[src/pwm_gen_pkg.sv]
// Package: register map, field layout, reset values and timing counts
// of the three-generator motor PWM block.
// Assumes a 32-bit APB slave with word-aligned registers.
package pwm_gen_pkg;
   localparam int CNT_W = 15;
   localparam int VAL_W = 16;
   localparam int DT_W  = 12;
   localparam int NGEN  = 3;

   // Byte offsets (printed offsets that are multiples of four)
   localparam logic [7:0] OFS_DEADTIME_C = 8'h00;
   localparam logic [7:0] OFS_MODULUS_C  = 8'h34;
   // Own registers
   localparam logic [7:0] OFS_CONTROL    = 8'h04;
   localparam logic [7:0] OFS_MODULUS_A  = 8'h08;
   localparam logic [7:0] OFS_MODULUS_B  = 8'h0C;
   localparam logic [7:0] OFS_VALUE_A    = 8'h10;
   localparam logic [7:0] OFS_VALUE_B    = 8'h14;
   localparam logic [7:0] OFS_VALUE_C    = 8'h18;
   localparam logic [7:0] OFS_PRESCALE   = 8'h1C;
   localparam logic [7:0] OFS_COUNT_A    = 8'h20;
   localparam logic [7:0] OFS_COUNT_B    = 8'h24;
   localparam logic [7:0] OFS_COUNT_C    = 8'h28;
   localparam logic [7:0] OFS_DEADTIME_A = 8'h2C;
   localparam logic [7:0] OFS_DEADTIME_B = 8'h30;
   localparam logic [7:0] OFS_DT_BUS_C   = 8'h38;

   // Control register fields
   localparam int CTL_MTG_BIT   = 0;
   localparam int CTL_WP_BIT    = 1;
   localparam int CTL_LDOK_LSB  = 4;
   localparam int CTL_ALIGN_LSB = 8;

   // Prescale register: two bits per generator
   localparam int PRS_FIELD_W = 2;

   localparam logic [DT_W-1:0]  DEADTIME_RESET = 12'h0FFF;
   localparam logic [CNT_W-1:0] MODULUS_RESET  = 15'h0000;
   localparam logic [CNT_W-1:0] COUNT_MAX      = 15'h7FFF;
   localparam logic [CNT_W-1:0] COUNT_START    = 15'h0001;
endpackage : pwm_gen_pkg

[src/pwm_gen_core.sv]
// One PWM generator: prescaler, 15-bit up/down counter, compare.
// Assumes buffered values are applied by the parent only on reload.
`timescale 1ns/1ps
module pwm_gen_core
   import pwm_gen_pkg::*;
#(
   parameter int W = CNT_W
) (
   input  wire logic         pclk,
   input  wire logic         presetn,
   input  wire logic [1:0]   prescale,
   input  wire logic [W-1:0] modulus,
   input  wire logic [15:0]  value,
   input  wire logic         center,
   output logic [W-1:0]      count_q,
   output logic              pwm_q,
   output logic              reload
);
   // The compare path works on the low 15 value bits, so wider counters cannot be served
   if (W < 2 || W > 15) begin : g_width_check
      $error("pwm_gen_core: counter width unsupported");
   end

   logic [2:0]   div_q;
   logic         tick;
   logic         down_q;
   logic [W-1:0] use_val;

   // Divide by 1, 2, 4 or 8 from the select code
   always_comb begin
      case (prescale) // [RULE8] [RULE9]
         2'b00:   tick = 1'b1;
         2'b01:   tick = div_q[0];
         2'b10:   tick = &div_q[1:0];
         default: tick = &div_q;
      endcase
   end

   always_ff @(posedge pclk or negedge presetn) begin
      if (!presetn) begin
         div_q <= 3'd0;
      end else begin
         div_q <= div_q + 3'd1;
      end
   end

   // Negative values clamp to zero, large ones to the modulus [RULE15] [RULE16]
   assign use_val = value[15] ? '0 : (value[14:0] > 15'(modulus) ? modulus : value[W-1:0]);

   // Zero modulus: free count down from max
   assign reload = tick && (modulus == '0 ? count_q == '0 :
                            center ? (down_q && count_q == COUNT_START[W-1:0])
                                   : count_q == modulus);

   always_ff @(posedge pclk or negedge presetn) begin
      if (!presetn) begin
         count_q <= COUNT_START[W-1:0];
         down_q  <= 1'b0;
      end else if (tick) begin
         if (modulus == '0) begin
            count_q <= (count_q == '0) ? COUNT_MAX[W-1:0] : count_q - 1'b1; // [RULE13]
         end else if (!center) begin
            count_q <= (count_q >= modulus) ? COUNT_START[W-1:0] : count_q + 1'b1;
            down_q  <= 1'b0; // [RULE12] [RULE18]
         end else if (!down_q) begin
            // Top value held for two ticks so one period is twice the modulus
            if (count_q >= modulus) begin
               down_q  <= 1'b1; // [RULE11] [RULE18]
               count_q <= modulus;
            end else begin
               count_q <= count_q + 1'b1;
            end
         end else begin
            if (count_q <= COUNT_START[W-1:0]) begin
               down_q <= 1'b0;
            end else begin
               count_q <= count_q - 1'b1;
            end
         end
      end
   end

   // Edge: active for count <= value; center: active while count <= value both ways
   always_ff @(posedge pclk or negedge presetn) begin
      if (!presetn) begin
         pwm_q <= 1'b0;
      end else begin
         pwm_q <= (use_val != '0) && (count_q <= use_val); // [RULE14]
      end
   end
endmodule : pwm_gen_core

[src/motor_pwm_period_generator.sv]
// Top of the three-generator PWM block with its APB register file.
// Assumes one 200 MHz bus clock and inputs synchronous to it.
//
// How it works
// RULE1: Modulus is period in PWM clocks; in center mode the period is twice the modulus
// RULE2: Modulus buffered, applied at reload with load-okay
// RULE3: Generator C registers writable only in multi-generator mode; the value C register is written in either mode
// RULE4: Deadtime count twelve bits, resets to 0x0FFF
// RULE5: Write-protect blocks further deadtime writes
// RULE6: Deadtime bus clocks equal divisor times count minus one; divide-by-1 gives the count itself
// RULE7: Pairs A,B,C; select picks three or one
// RULE8: Per-generator prescaler, applied at reload only
// RULE9: Select codes 00..11 divide by 1,2,4,8
// RULE10: Fifteen-bit counter, per-pair alignment select
// RULE11: Center mode counts up then down
// RULE12: Edge mode counts up only
// RULE13: Zero modulus counts down from 0x7FFF
// RULE14: Signed 16-bit pulse value in PWM clocks
// RULE15: Value clamps to always off or always on
// RULE16: Negative value treated as zero
// RULE17: Load-okay clears itself after reload transfer
// RULE18: Counter restarts or reverses at turning points
//
// The implementer's own choice: the APB interface to the registers.
`timescale 1ns/1ps
module motor_pwm_period_generator
   import pwm_gen_pkg::*;
(
   input  wire logic        pclk,
   input  wire logic        presetn,
   input  wire logic        psel,
   input  wire logic        penable,
   input  wire logic        pwrite,
   input  wire logic [7:0]  paddr,
   input  wire logic [31:0] pwdata,
   output logic [31:0]      prdata,
   output logic             pready,
   output logic             pslverr,
   output logic [5:0]       pwm_out
);
   ////////////////////////////////////////////////////////////////////////////
   logic                      mtg_q;
   logic                      wp_q;
   logic [NGEN-1:0]           ldok_q;
   logic [NGEN-1:0]           align_q;
   logic [NGEN-1:0][CNT_W-1:0] mod_buf_q, mod_act_q;
   logic [NGEN-1:0][VAL_W-1:0] val_buf_q, val_act_q;
   logic [NGEN-1:0][1:0]      prs_buf_q, prs_act_q;
   logic [NGEN-1:0][DT_W-1:0] dt_q;
   logic [NGEN-1:0][CNT_W-1:0] count;
   logic [NGEN-1:0]           pwm_raw;
   logic [NGEN-1:0]           reload;
   logic [NGEN-1:0]           reload_a;
   logic                      wr_en;
   logic                      rd_en;
   logic [31:0]               rdata_d;
   logic                      hit;
   logic [18:0]               dt_bus_c;

   assign wr_en = psel && penable && pwrite;
   assign rd_en = psel && !penable && !pwrite;

   // Single-generator mode runs B and C on A's timing
   assign reload_a = mtg_q ? reload : {NGEN{reload[0]}}; // [RULE7]

   ////////////////////////////////////////////////////////////////////////////
   // Control: mode, write protect, alignment, load-okay
   always_ff @(posedge pclk or negedge presetn) begin
      if (!presetn) begin
         mtg_q   <= 1'b0;
         wp_q    <= 1'b0;
         align_q <= '0;
      end else if (wr_en && paddr == OFS_CONTROL) begin
         mtg_q   <= pwdata[CTL_MTG_BIT];
         wp_q    <= wp_q | pwdata[CTL_WP_BIT];
         align_q <= pwdata[CTL_ALIGN_LSB +: NGEN];
      end
   end

   // Load-okay: a control write (bit 0 always, bits 1-2 in multi-generator mode) wins over the reload clear
   always_ff @(posedge pclk or negedge presetn) begin
      if (!presetn) begin
         ldok_q <= '0;
      end else begin
         for (int g = 0; g < NGEN; g++) begin
            if (wr_en && paddr == OFS_CONTROL && (g == 0 || mtg_q)) begin
               ldok_q[g] <= pwdata[CTL_LDOK_LSB + g];
            end else if (reload_a[g] && ldok_q[g]) begin
               ldok_q[g] <= 1'b0; // [RULE17]
            end
         end
      end
   end

   ////////////////////////////////////////////////////////////////////////////
   // Buffered registers
   always_ff @(posedge pclk or negedge presetn) begin
      if (!presetn) begin
         mod_buf_q <= {NGEN{MODULUS_RESET}};
         val_buf_q <= '0;
         prs_buf_q <= '0;
      end else if (wr_en) begin
         case (paddr)
            OFS_MODULUS_A: mod_buf_q[0] <= pwdata[CNT_W-1:0]; // [RULE1]
            OFS_MODULUS_B: if (mtg_q) mod_buf_q[1] <= pwdata[CNT_W-1:0];
            OFS_MODULUS_C: if (mtg_q) mod_buf_q[2] <= pwdata[CNT_W-1:0]; // [RULE3]
            OFS_VALUE_A:   val_buf_q[0] <= pwdata[VAL_W-1:0]; // [RULE14]
            OFS_VALUE_B:   val_buf_q[1] <= pwdata[VAL_W-1:0];
            OFS_VALUE_C:   val_buf_q[2] <= pwdata[VAL_W-1:0];
            OFS_PRESCALE: begin
               prs_buf_q[0] <= pwdata[1:0];
               if (mtg_q) begin
                  prs_buf_q[1] <= pwdata[3:2];
                  prs_buf_q[2] <= pwdata[5:4];
               end
            end
            default: ;
         endcase
      end
   end

   // Transfer to active set at reload with load-okay
   always_ff @(posedge pclk or negedge presetn) begin
      if (!presetn) begin
         mod_act_q <= {NGEN{MODULUS_RESET}};
         val_act_q <= '0;
         prs_act_q <= '0;
      end else begin
         for (int g = 0; g < NGEN; g++) begin
            if (reload_a[g] && ldok_q[mtg_q ? g : 0]) begin
               mod_act_q[g] <= mtg_q ? mod_buf_q[g] : mod_buf_q[0]; // [RULE2]
               prs_act_q[g] <= mtg_q ? prs_buf_q[g] : prs_buf_q[0]; // [RULE8]
               val_act_q[g] <= val_buf_q[g];
            end
         end
      end
   end

   // Deadtime counts, locked by write protect
   always_ff @(posedge pclk or negedge presetn) begin
      if (!presetn) begin
         dt_q <= {NGEN{DEADTIME_RESET}}; // [RULE4]
      end else if (wr_en && !wp_q) begin // [RULE5]
         case (paddr)
            OFS_DEADTIME_A: dt_q[0] <= pwdata[DT_W-1:0];
            OFS_DEADTIME_B: if (mtg_q) dt_q[1] <= pwdata[DT_W-1:0];
            OFS_DEADTIME_C: if (mtg_q) dt_q[2] <= pwdata[DT_W-1:0]; // [RULE3]
            default: ;
         endcase
      end
   end

   // Deadtime length in bus clocks for pair C, read-only
   always_comb begin
      case (prs_act_q[2]) // [RULE9]
         2'b00:   dt_bus_c = {7'd0, dt_q[2]}; // [RULE6]
         2'b01:   dt_bus_c = {6'd0, dt_q[2], 1'b0} - 19'd1;
         2'b10:   dt_bus_c = {5'd0, dt_q[2], 2'b00} - 19'd1;
         default: dt_bus_c = {4'd0, dt_q[2], 3'b000} - 19'd1;
      endcase
   end

   ////////////////////////////////////////////////////////////////////////////
   // Generators
   for (genvar g = 0; g < NGEN; g++) begin : gen_pwm
      pwm_gen_core #(.W(CNT_W)) u_core (
         .pclk     (pclk),
         .presetn  (presetn),
         .prescale (prs_act_q[g]),                   // [RULE8]
         .modulus  (mod_act_q[g]),                   // [RULE13]
         .value    (val_act_q[g]),                   // [RULE15] [RULE16]
         .center   (!align_q[mtg_q ? g : 0]),        // [RULE10] [RULE11] [RULE12] [RULE18]
         .count_q  (count[g]),
         .pwm_q    (pwm_raw[g]),
         .reload   (reload[g])
      );
   end

   // Pair outputs: top follows the generator, bottom is its complement
   always_ff @(posedge pclk or negedge presetn) begin
      if (!presetn) begin
         pwm_out <= '0;
      end else begin
         for (int g = 0; g < NGEN; g++) begin
            pwm_out[2*g]   <= pwm_raw[g]; // [RULE7]
            pwm_out[2*g+1] <= !pwm_raw[g];
         end
      end
   end

   ////////////////////////////////////////////////////////////////////////////
   // APB read path, registered in setup so access completes in one cycle
   always_comb begin
      rdata_d = 32'h0000_0000;
      hit     = 1'b1;
      case (paddr)
         OFS_CONTROL:    rdata_d = {21'd0, align_q, 1'b0, (ldok_q & {{2{mtg_q}}, 1'b1}),
                                    2'b00, wp_q, mtg_q};
         OFS_MODULUS_A:  rdata_d = {17'd0, mod_buf_q[0]};
         OFS_MODULUS_B:  rdata_d = {17'd0, mod_buf_q[1]};
         OFS_MODULUS_C:  rdata_d = {17'd0, mod_buf_q[2]}; // [RULE2] [RULE3]
         OFS_VALUE_A:    rdata_d = {16'd0, val_buf_q[0]};
         OFS_VALUE_B:    rdata_d = {16'd0, val_buf_q[1]};
         OFS_VALUE_C:    rdata_d = {16'd0, val_buf_q[2]};
         OFS_PRESCALE:   rdata_d = {26'd0, prs_buf_q[2], prs_buf_q[1], prs_buf_q[0]};
         OFS_COUNT_A:    rdata_d = {17'd0, count[0]};
         OFS_COUNT_B:    rdata_d = {17'd0, count[1]};
         OFS_COUNT_C:    rdata_d = {17'd0, count[2]};
         OFS_DEADTIME_A: rdata_d = {20'd0, dt_q[0]};
         OFS_DEADTIME_B: rdata_d = {20'd0, dt_q[1]};
         OFS_DEADTIME_C: rdata_d = {20'd0, dt_q[2]};
         OFS_DT_BUS_C:   rdata_d = {13'd0, dt_bus_c};
         default:        hit     = 1'b0;
      endcase
   end

   always_ff @(posedge pclk or negedge presetn) begin
      if (!presetn) begin
         prdata  <= 32'h0000_0000;
         pslverr <= 1'b0;
         pready  <= 1'b0;
      end else begin
         pready  <= psel && !penable;
         pslverr <= psel && !penable && !hit;
         if (rd_en) begin
            prdata <= rdata_d;
         end
      end
   end
endmodule : motor_pwm_period_generator

[config.mk]
export PLATFORM = sky130hd
export DESIGN_NAME = motor_pwm_period_generator
export DESIGN_NICKNAME = d
export VERILOG_FILES = /design/src/pwm_gen_pkg.sv /design/src/pwm_gen_core.sv /design/src/motor_pwm_period_generator.sv
export SDC_FILE = /design/constraint.sdc
export NUM_CORES = 1
export LEC_CHECK = 0
export BUFFER_PORTS_ARGS = -buffer_cell sky130_fd_sc_hd__buf_2
export CAP_MARGIN = 20
export CORE_ASPECT_RATIO = 1.1
export CORE_MARGIN = 2
export CORE_UTILIZATION = 35
export CTS_BUF_LIST = sky130_fd_sc_hd__clkbuf_2 sky130_fd_sc_hd__clkbuf_4 sky130_fd_sc_hd__clkbuf_8
export DETAILED_ROUTE_END_ITERATION = 10
export GPL_ROUTABILITY_DRIVEN = 0
export HOLD_SLACK_MARGIN = 0.12
export PLACE_DENSITY = 0.47
export SLEW_MARGIN = 20
export SYNTH_ARGS = -nofsm -noshare
export SYNTH_HDL_FRONTEND = slang
export SYNTH_HIERARCHICAL = 1
export SYNTH_SLANG_ARGS = --single-unit
[constraint.sdc]
create_clock -name pclk -period 5.1 [get_ports pclk]
set_input_delay 0 -clock pclk [delete_from_list [all_inputs] [get_ports pclk]]
set_output_delay 0 -clock pclk [all_outputs]
set_load 0.03 [all_outputs]
==> impl_summary.log <==
[metrics] layer with the highest usage after global routing: met2
[metrics] drt wl/cell: around 26 um
[metrics] overall routed net length: a little under 90,000 um
[metrics] Floorplan Core Area: 64,900 um2
[metrics] antenna violations before repair: 3
[metrics] final routed DRC violation total: 0
[metrics] power dissipated by switching net loads: 3350 uW
[metrics] die boundary width: 248 um
[metrics] Setup Viol. Count Final: 0
[metrics] Sink Count: 327
[metrics] slew at the pin closest to its max-slew limit: between 1 and 1.5 ns
[metrics] drt pass-1 iters: 6
[metrics] total global routing track utilization: 0.258
[metrics] final global-route overflow total: 0
[metrics] Syn-to-layout area delta: 13.2%
[metrics] smallest setup slack after layout: 0.852 ns
[metrics] maximum vdd ir drop: around 0.25 mV
[metrics] max-slew violation total from the final report: 0
[metrics] sw frac: 0.377
[metrics] via density per instance: 5.99
[metrics] EDFF count, synth: 0
[metrics] register-to-register setup slack: between 0.8 and 0.9 ns
[metrics] post-route clock skew: 0.0279 ns
[metrics] Period Utilization, post-route: 0.833
[metrics] number of global-route vias before repair: 19,900
[metrics] count of synthesis-stage warnings from yosys: 6
[metrics] internal power: approximately 5500 uW
[metrics] Post-synth ARST share: 1.00
[metrics] required time reported for the critical path endpoint: between 5 and 6 ns
[metrics] critical setup path kind: register to register
[metrics] HPWL Detailed: 63,700 um
[metrics] Achievable Freq: around 240 MHz
[metrics] cell area power density: ~340 nW/um2
[metrics] total via count after detailed routing: about 20,000
[metrics] post-CTS clock slew at the launch and capture registers of the worst setup and hold paths: 0.06 ns
[metrics] min cycle time layout: 4.25 ns
[metrics] DR iter-0 viols: ~1,700
[metrics] number of buffers inserted by port buffering: 55
[metrics] clock insertion delay at the later pin of the skew report: 0.69 ns
[metrics] number of levels in the clock H-tree: 2
[metrics] fill cell total of the finished layout: ~6,400
[metrics] critical path peak fanout: 31
[metrics] critical path arrival: ~4.8 ns
[metrics] type of destination of the critical path: register
[metrics] setup repair after global routing missed its margin: no
[metrics] synthesized instance count: 2,388
[metrics] mean post-synth cell area: approximately 9.6 um2
[metrics] initial core utilization: 0.352
[metrics] Logic pwr share: 0.307
[metrics] total leakage power: roughly 0.011 uW
[metrics] placement row count: 98
[metrics] kind of start point of the critical path: register
[metrics] die area: ~67,000 um2
[metrics] net total in the final layout: between 2,000 and 3,000
[metrics] # Max-Cap Violations: 0
[metrics] share of total power in sequential cells: 0.358
[metrics] final cell utilization of the core: 0.399
[metrics] outcome: finished clean
[metrics] worst slack at placement: just under 0.9 ns
[metrics] total I/O pin count: 85
[metrics] chip height: ~270 um
[metrics] final hold violations: 0
[metrics] fraction of the yosys area taken by sequential cells: 0.360
[metrics] flip-flop and latch count after synthesis: 327
[metrics] layout cells sized above 1: 0.242
[metrics] clock buffers created by TritonCTS: 60
[metrics] part of the power in the clock network: 0.336
[metrics] commonest register cell after synthesis: sky130_fd_sc_hd__dfrtp_1
[metrics] HP Start: paddr[5]
[metrics] first-pass GRT wire length: ~130,000 um
[metrics] setup tns final: 0 ns
[metrics] Slew HR: 0.289
[metrics] start point of the critical path: mod_act_q[16]
[metrics] M1 GR Usage: 0.345
[metrics] Root Buffer: sky130_fd_sc_hd__clkbuf_8
[metrics] Antenna Violating Nets Remaining: 0
[metrics] synthesized area: about 23,000 um2
[metrics] number of buffers between clock root and the deepest sink: 3
[metrics] met3 layer usage reported by global route: 0.0381
[metrics] GRT met2 Usage: 0.412
[metrics] CTS tree: done
[metrics] count of unique library cells instantiated by Yosys: 110
[metrics] classification of the worst-slack hold path: input pin to register
[metrics] r2r startpoint: mod_act_q[16]
[metrics] pin count of the biggest net entering global routing: roughly 130
## timing repair
action	4_1_cts	5_1_grt
endpoints found under the hold margin	320	0
resized for setup	0	0
setup buffers	0	0
hold buffers	34	0
## through the flow
stage | area, um2 | std cells | total power (uW) | hold slack [ns]
5_1_grt | 25900 | 3354 | 9330 | 0.170
2_1_floorplan | 22900 | 2400 | 4920 | -0.296
4_1_cts | 25800 | 3352 | 8900 | 0.156
3_3_place_gp | 24100 | 3206 | 5780 | 0.0924
6_report | 25900 | 3354 | 8870 | 0.192
3_5_place_dp | 24100 | 3206 | 5860 | 0.0916
## cell usage after synthesis, drive strengths merged, types with 5 or more instances
cell type  instances  area share
a2111oi            9      0.0043
a211o              9      0.0035
a211oi            18      0.0069
a21o              38       0.012
a21oi            199       0.046
a221oi            27       0.010
a22o               5      0.0019
a22oi             33       0.011
a2bb2oi            7      0.0027
a311oi             5      0.0025
a31oi             19      0.0059
and2              12      0.0034
and3              14      0.0038
and4               8      0.0031
buf               81       0.021
clkbuf            89       0.015
dfrtp            288        0.32
dfstp             39       0.045
ha               155       0.085
inv               83       0.014
mux2             220        0.11
mux2i             79       0.035
nand2            137       0.023
nand2b            11      0.0033
nand3             88       0.019
nand4             44       0.012
nor2             132       0.022
nor2b             24      0.0066
nor3              67       0.016
nor3b              8      0.0031
nor4              42       0.014
nor4b              5      0.0025
o211ai            12      0.0039
o21a              13      0.0043
o21ai            100       0.022
o221ai             6      0.0023
o22ai             45       0.013
o2bb2ai            8      0.0031
o311ai            10      0.0038
o31ai             12      0.0045
or2               36      0.0099
or3               26      0.0071
or4               15      0.0057
xnor2             23      0.0088
xor2              24      0.0092
## logic make-up (layout without fill, tap and decap cells)
logic type                 after synthesis  after routing  share of synthesized area
AOI/OAI and AO/OA                      619            619                      0.181
xor gates and xnor gates                47             47                     0.0180
adders and majority gates              155            155                     0.0848
buffers and inverters                  254            357                     0.0490
DFF                                    327            327                      0.360
muxes                                  301            301                      0.145
other                                    1             14                   0.000164
and+or+nand+nor                        684            684                      0.161
## cell usage in the layout, fill, tap and decap left out, types with 33 or more instances in the layout
master / n
sky130_fd_sc_hd__a21o_1: 38
sky130_fd_sc_hd__a21oi_1: 191
sky130_fd_sc_hd__a22oi_1: 33
sky130_fd_sc_hd__buf_2: 54
sky130_fd_sc_hd__buf_4: 70
sky130_fd_sc_hd__clkbuf_8: 74
sky130_fd_sc_hd__dfrtp_1: 287
sky130_fd_sc_hd__dfstp_2: 39
sky130_fd_sc_hd__dlygate4sd3_1: 33
sky130_fd_sc_hd__ha_1: 155
sky130_fd_sc_hd__inv_1: 81
sky130_fd_sc_hd__mux2_2: 219
sky130_fd_sc_hd__mux2i_1: 79
sky130_fd_sc_hd__nand2_1: 135
sky130_fd_sc_hd__nand3_1: 87
sky130_fd_sc_hd__nand4_1: 43
sky130_fd_sc_hd__nor2_1: 130
sky130_fd_sc_hd__nor3_1: 60
sky130_fd_sc_hd__o21ai_0: 89
sky130_fd_sc_hd__o22ai_1: 44
sky130_fd_sc_hd__or2_2: 35
## per-layer routing
| metal | part of all wire | vias to the layer above |
|---|---|---|
| met2 | 0.46 | 756 |
| met4 | 0.050 | 0 |
| met5 | 0 | - |
| met3 | 0.060 | 183 |
| met1 | 0.43 | 10100 |
| li1 | - | 9078 |
## cell type report
class	count	area (um2)	share of cell area
clock buffer	89	1130	0.0437
tap	850	1060	0.0411
clock inverter	23	274	0.0106
multi-input combinational	1819	13600	0.527
sequential	327	8230	0.318
antenna	1	2.50	0.0000967
timing repair buffer	161	1220	0.0470
inverter	84	315	0.0122
## state kept, by name (all words and copies together), names as in the netlist, 9 cells and up
register                flops
gen_pwm.u_core/count_q     45
gen_pwm.u_core/div_q        9
prdata                     17
mod_buf_q                  45
val_buf_q                  48
val_act_q                  48
dt_q                       36
mod_act_q                  45
## worst max-delay path, stage by stage (launching register included)
cell and delay (ns):
sky130_fd_sc_hd__dfrtp_1 0.49, sky130_fd_sc_hd__inv_1 0.17, sky130_fd_sc_hd__ha_1 0.33, sky130_fd_sc_hd__nor2b_1 0.14, sky130_fd_sc_hd__o21ai_1 0.11, sky130_fd_sc_hd__a21oi_1 0.08, sky130_fd_sc_hd__a211oi_1 0.24, sky130_fd_sc_hd__o221a_2 0.56
sky130_fd_sc_hd__o21ai_0 0.17, sky130_fd_sc_hd__a21o_1 0.22, sky130_fd_sc_hd__ha_1 0.31, sky130_fd_sc_hd__a2111oi_0 0.39, sky130_fd_sc_hd__o2bb2ai_1 0.20, sky130_fd_sc_hd__o211ai_1 0.11, sky130_fd_sc_hd__a221o_1 0.30, sky130_fd_sc_hd__a221oi_1 0.28
## worst paths after layout
kind / to / depth (start not counted)
max in group asynchronous: gen_pwm[0].u_core/count_q[6] / 4
worst max-delay path: gen_pwm[1].u_core/pwm_q / 15
min in group asynchronous: gen_pwm[2].u_core/count_q[0] / 3
worst min-delay path: pslverr / 4
worst min register to register: pwm_out[2] / 0
worst max register to register: gen_pwm[1].u_core/pwm_q / 15
## power groups by stage
stage	Clock (uW)	Combinational, uW	Sequential (uW)
3_3_place_gp	0	2570	3210
4_1_cts	3050	2680	3170
5_1_grt	3150	2980	3200
2_1_floorplan	0	1920	3000
6_report	2980	2720	3170
3_5_place_dp	0	2650	3210
(Power assumes the default switching activity.)
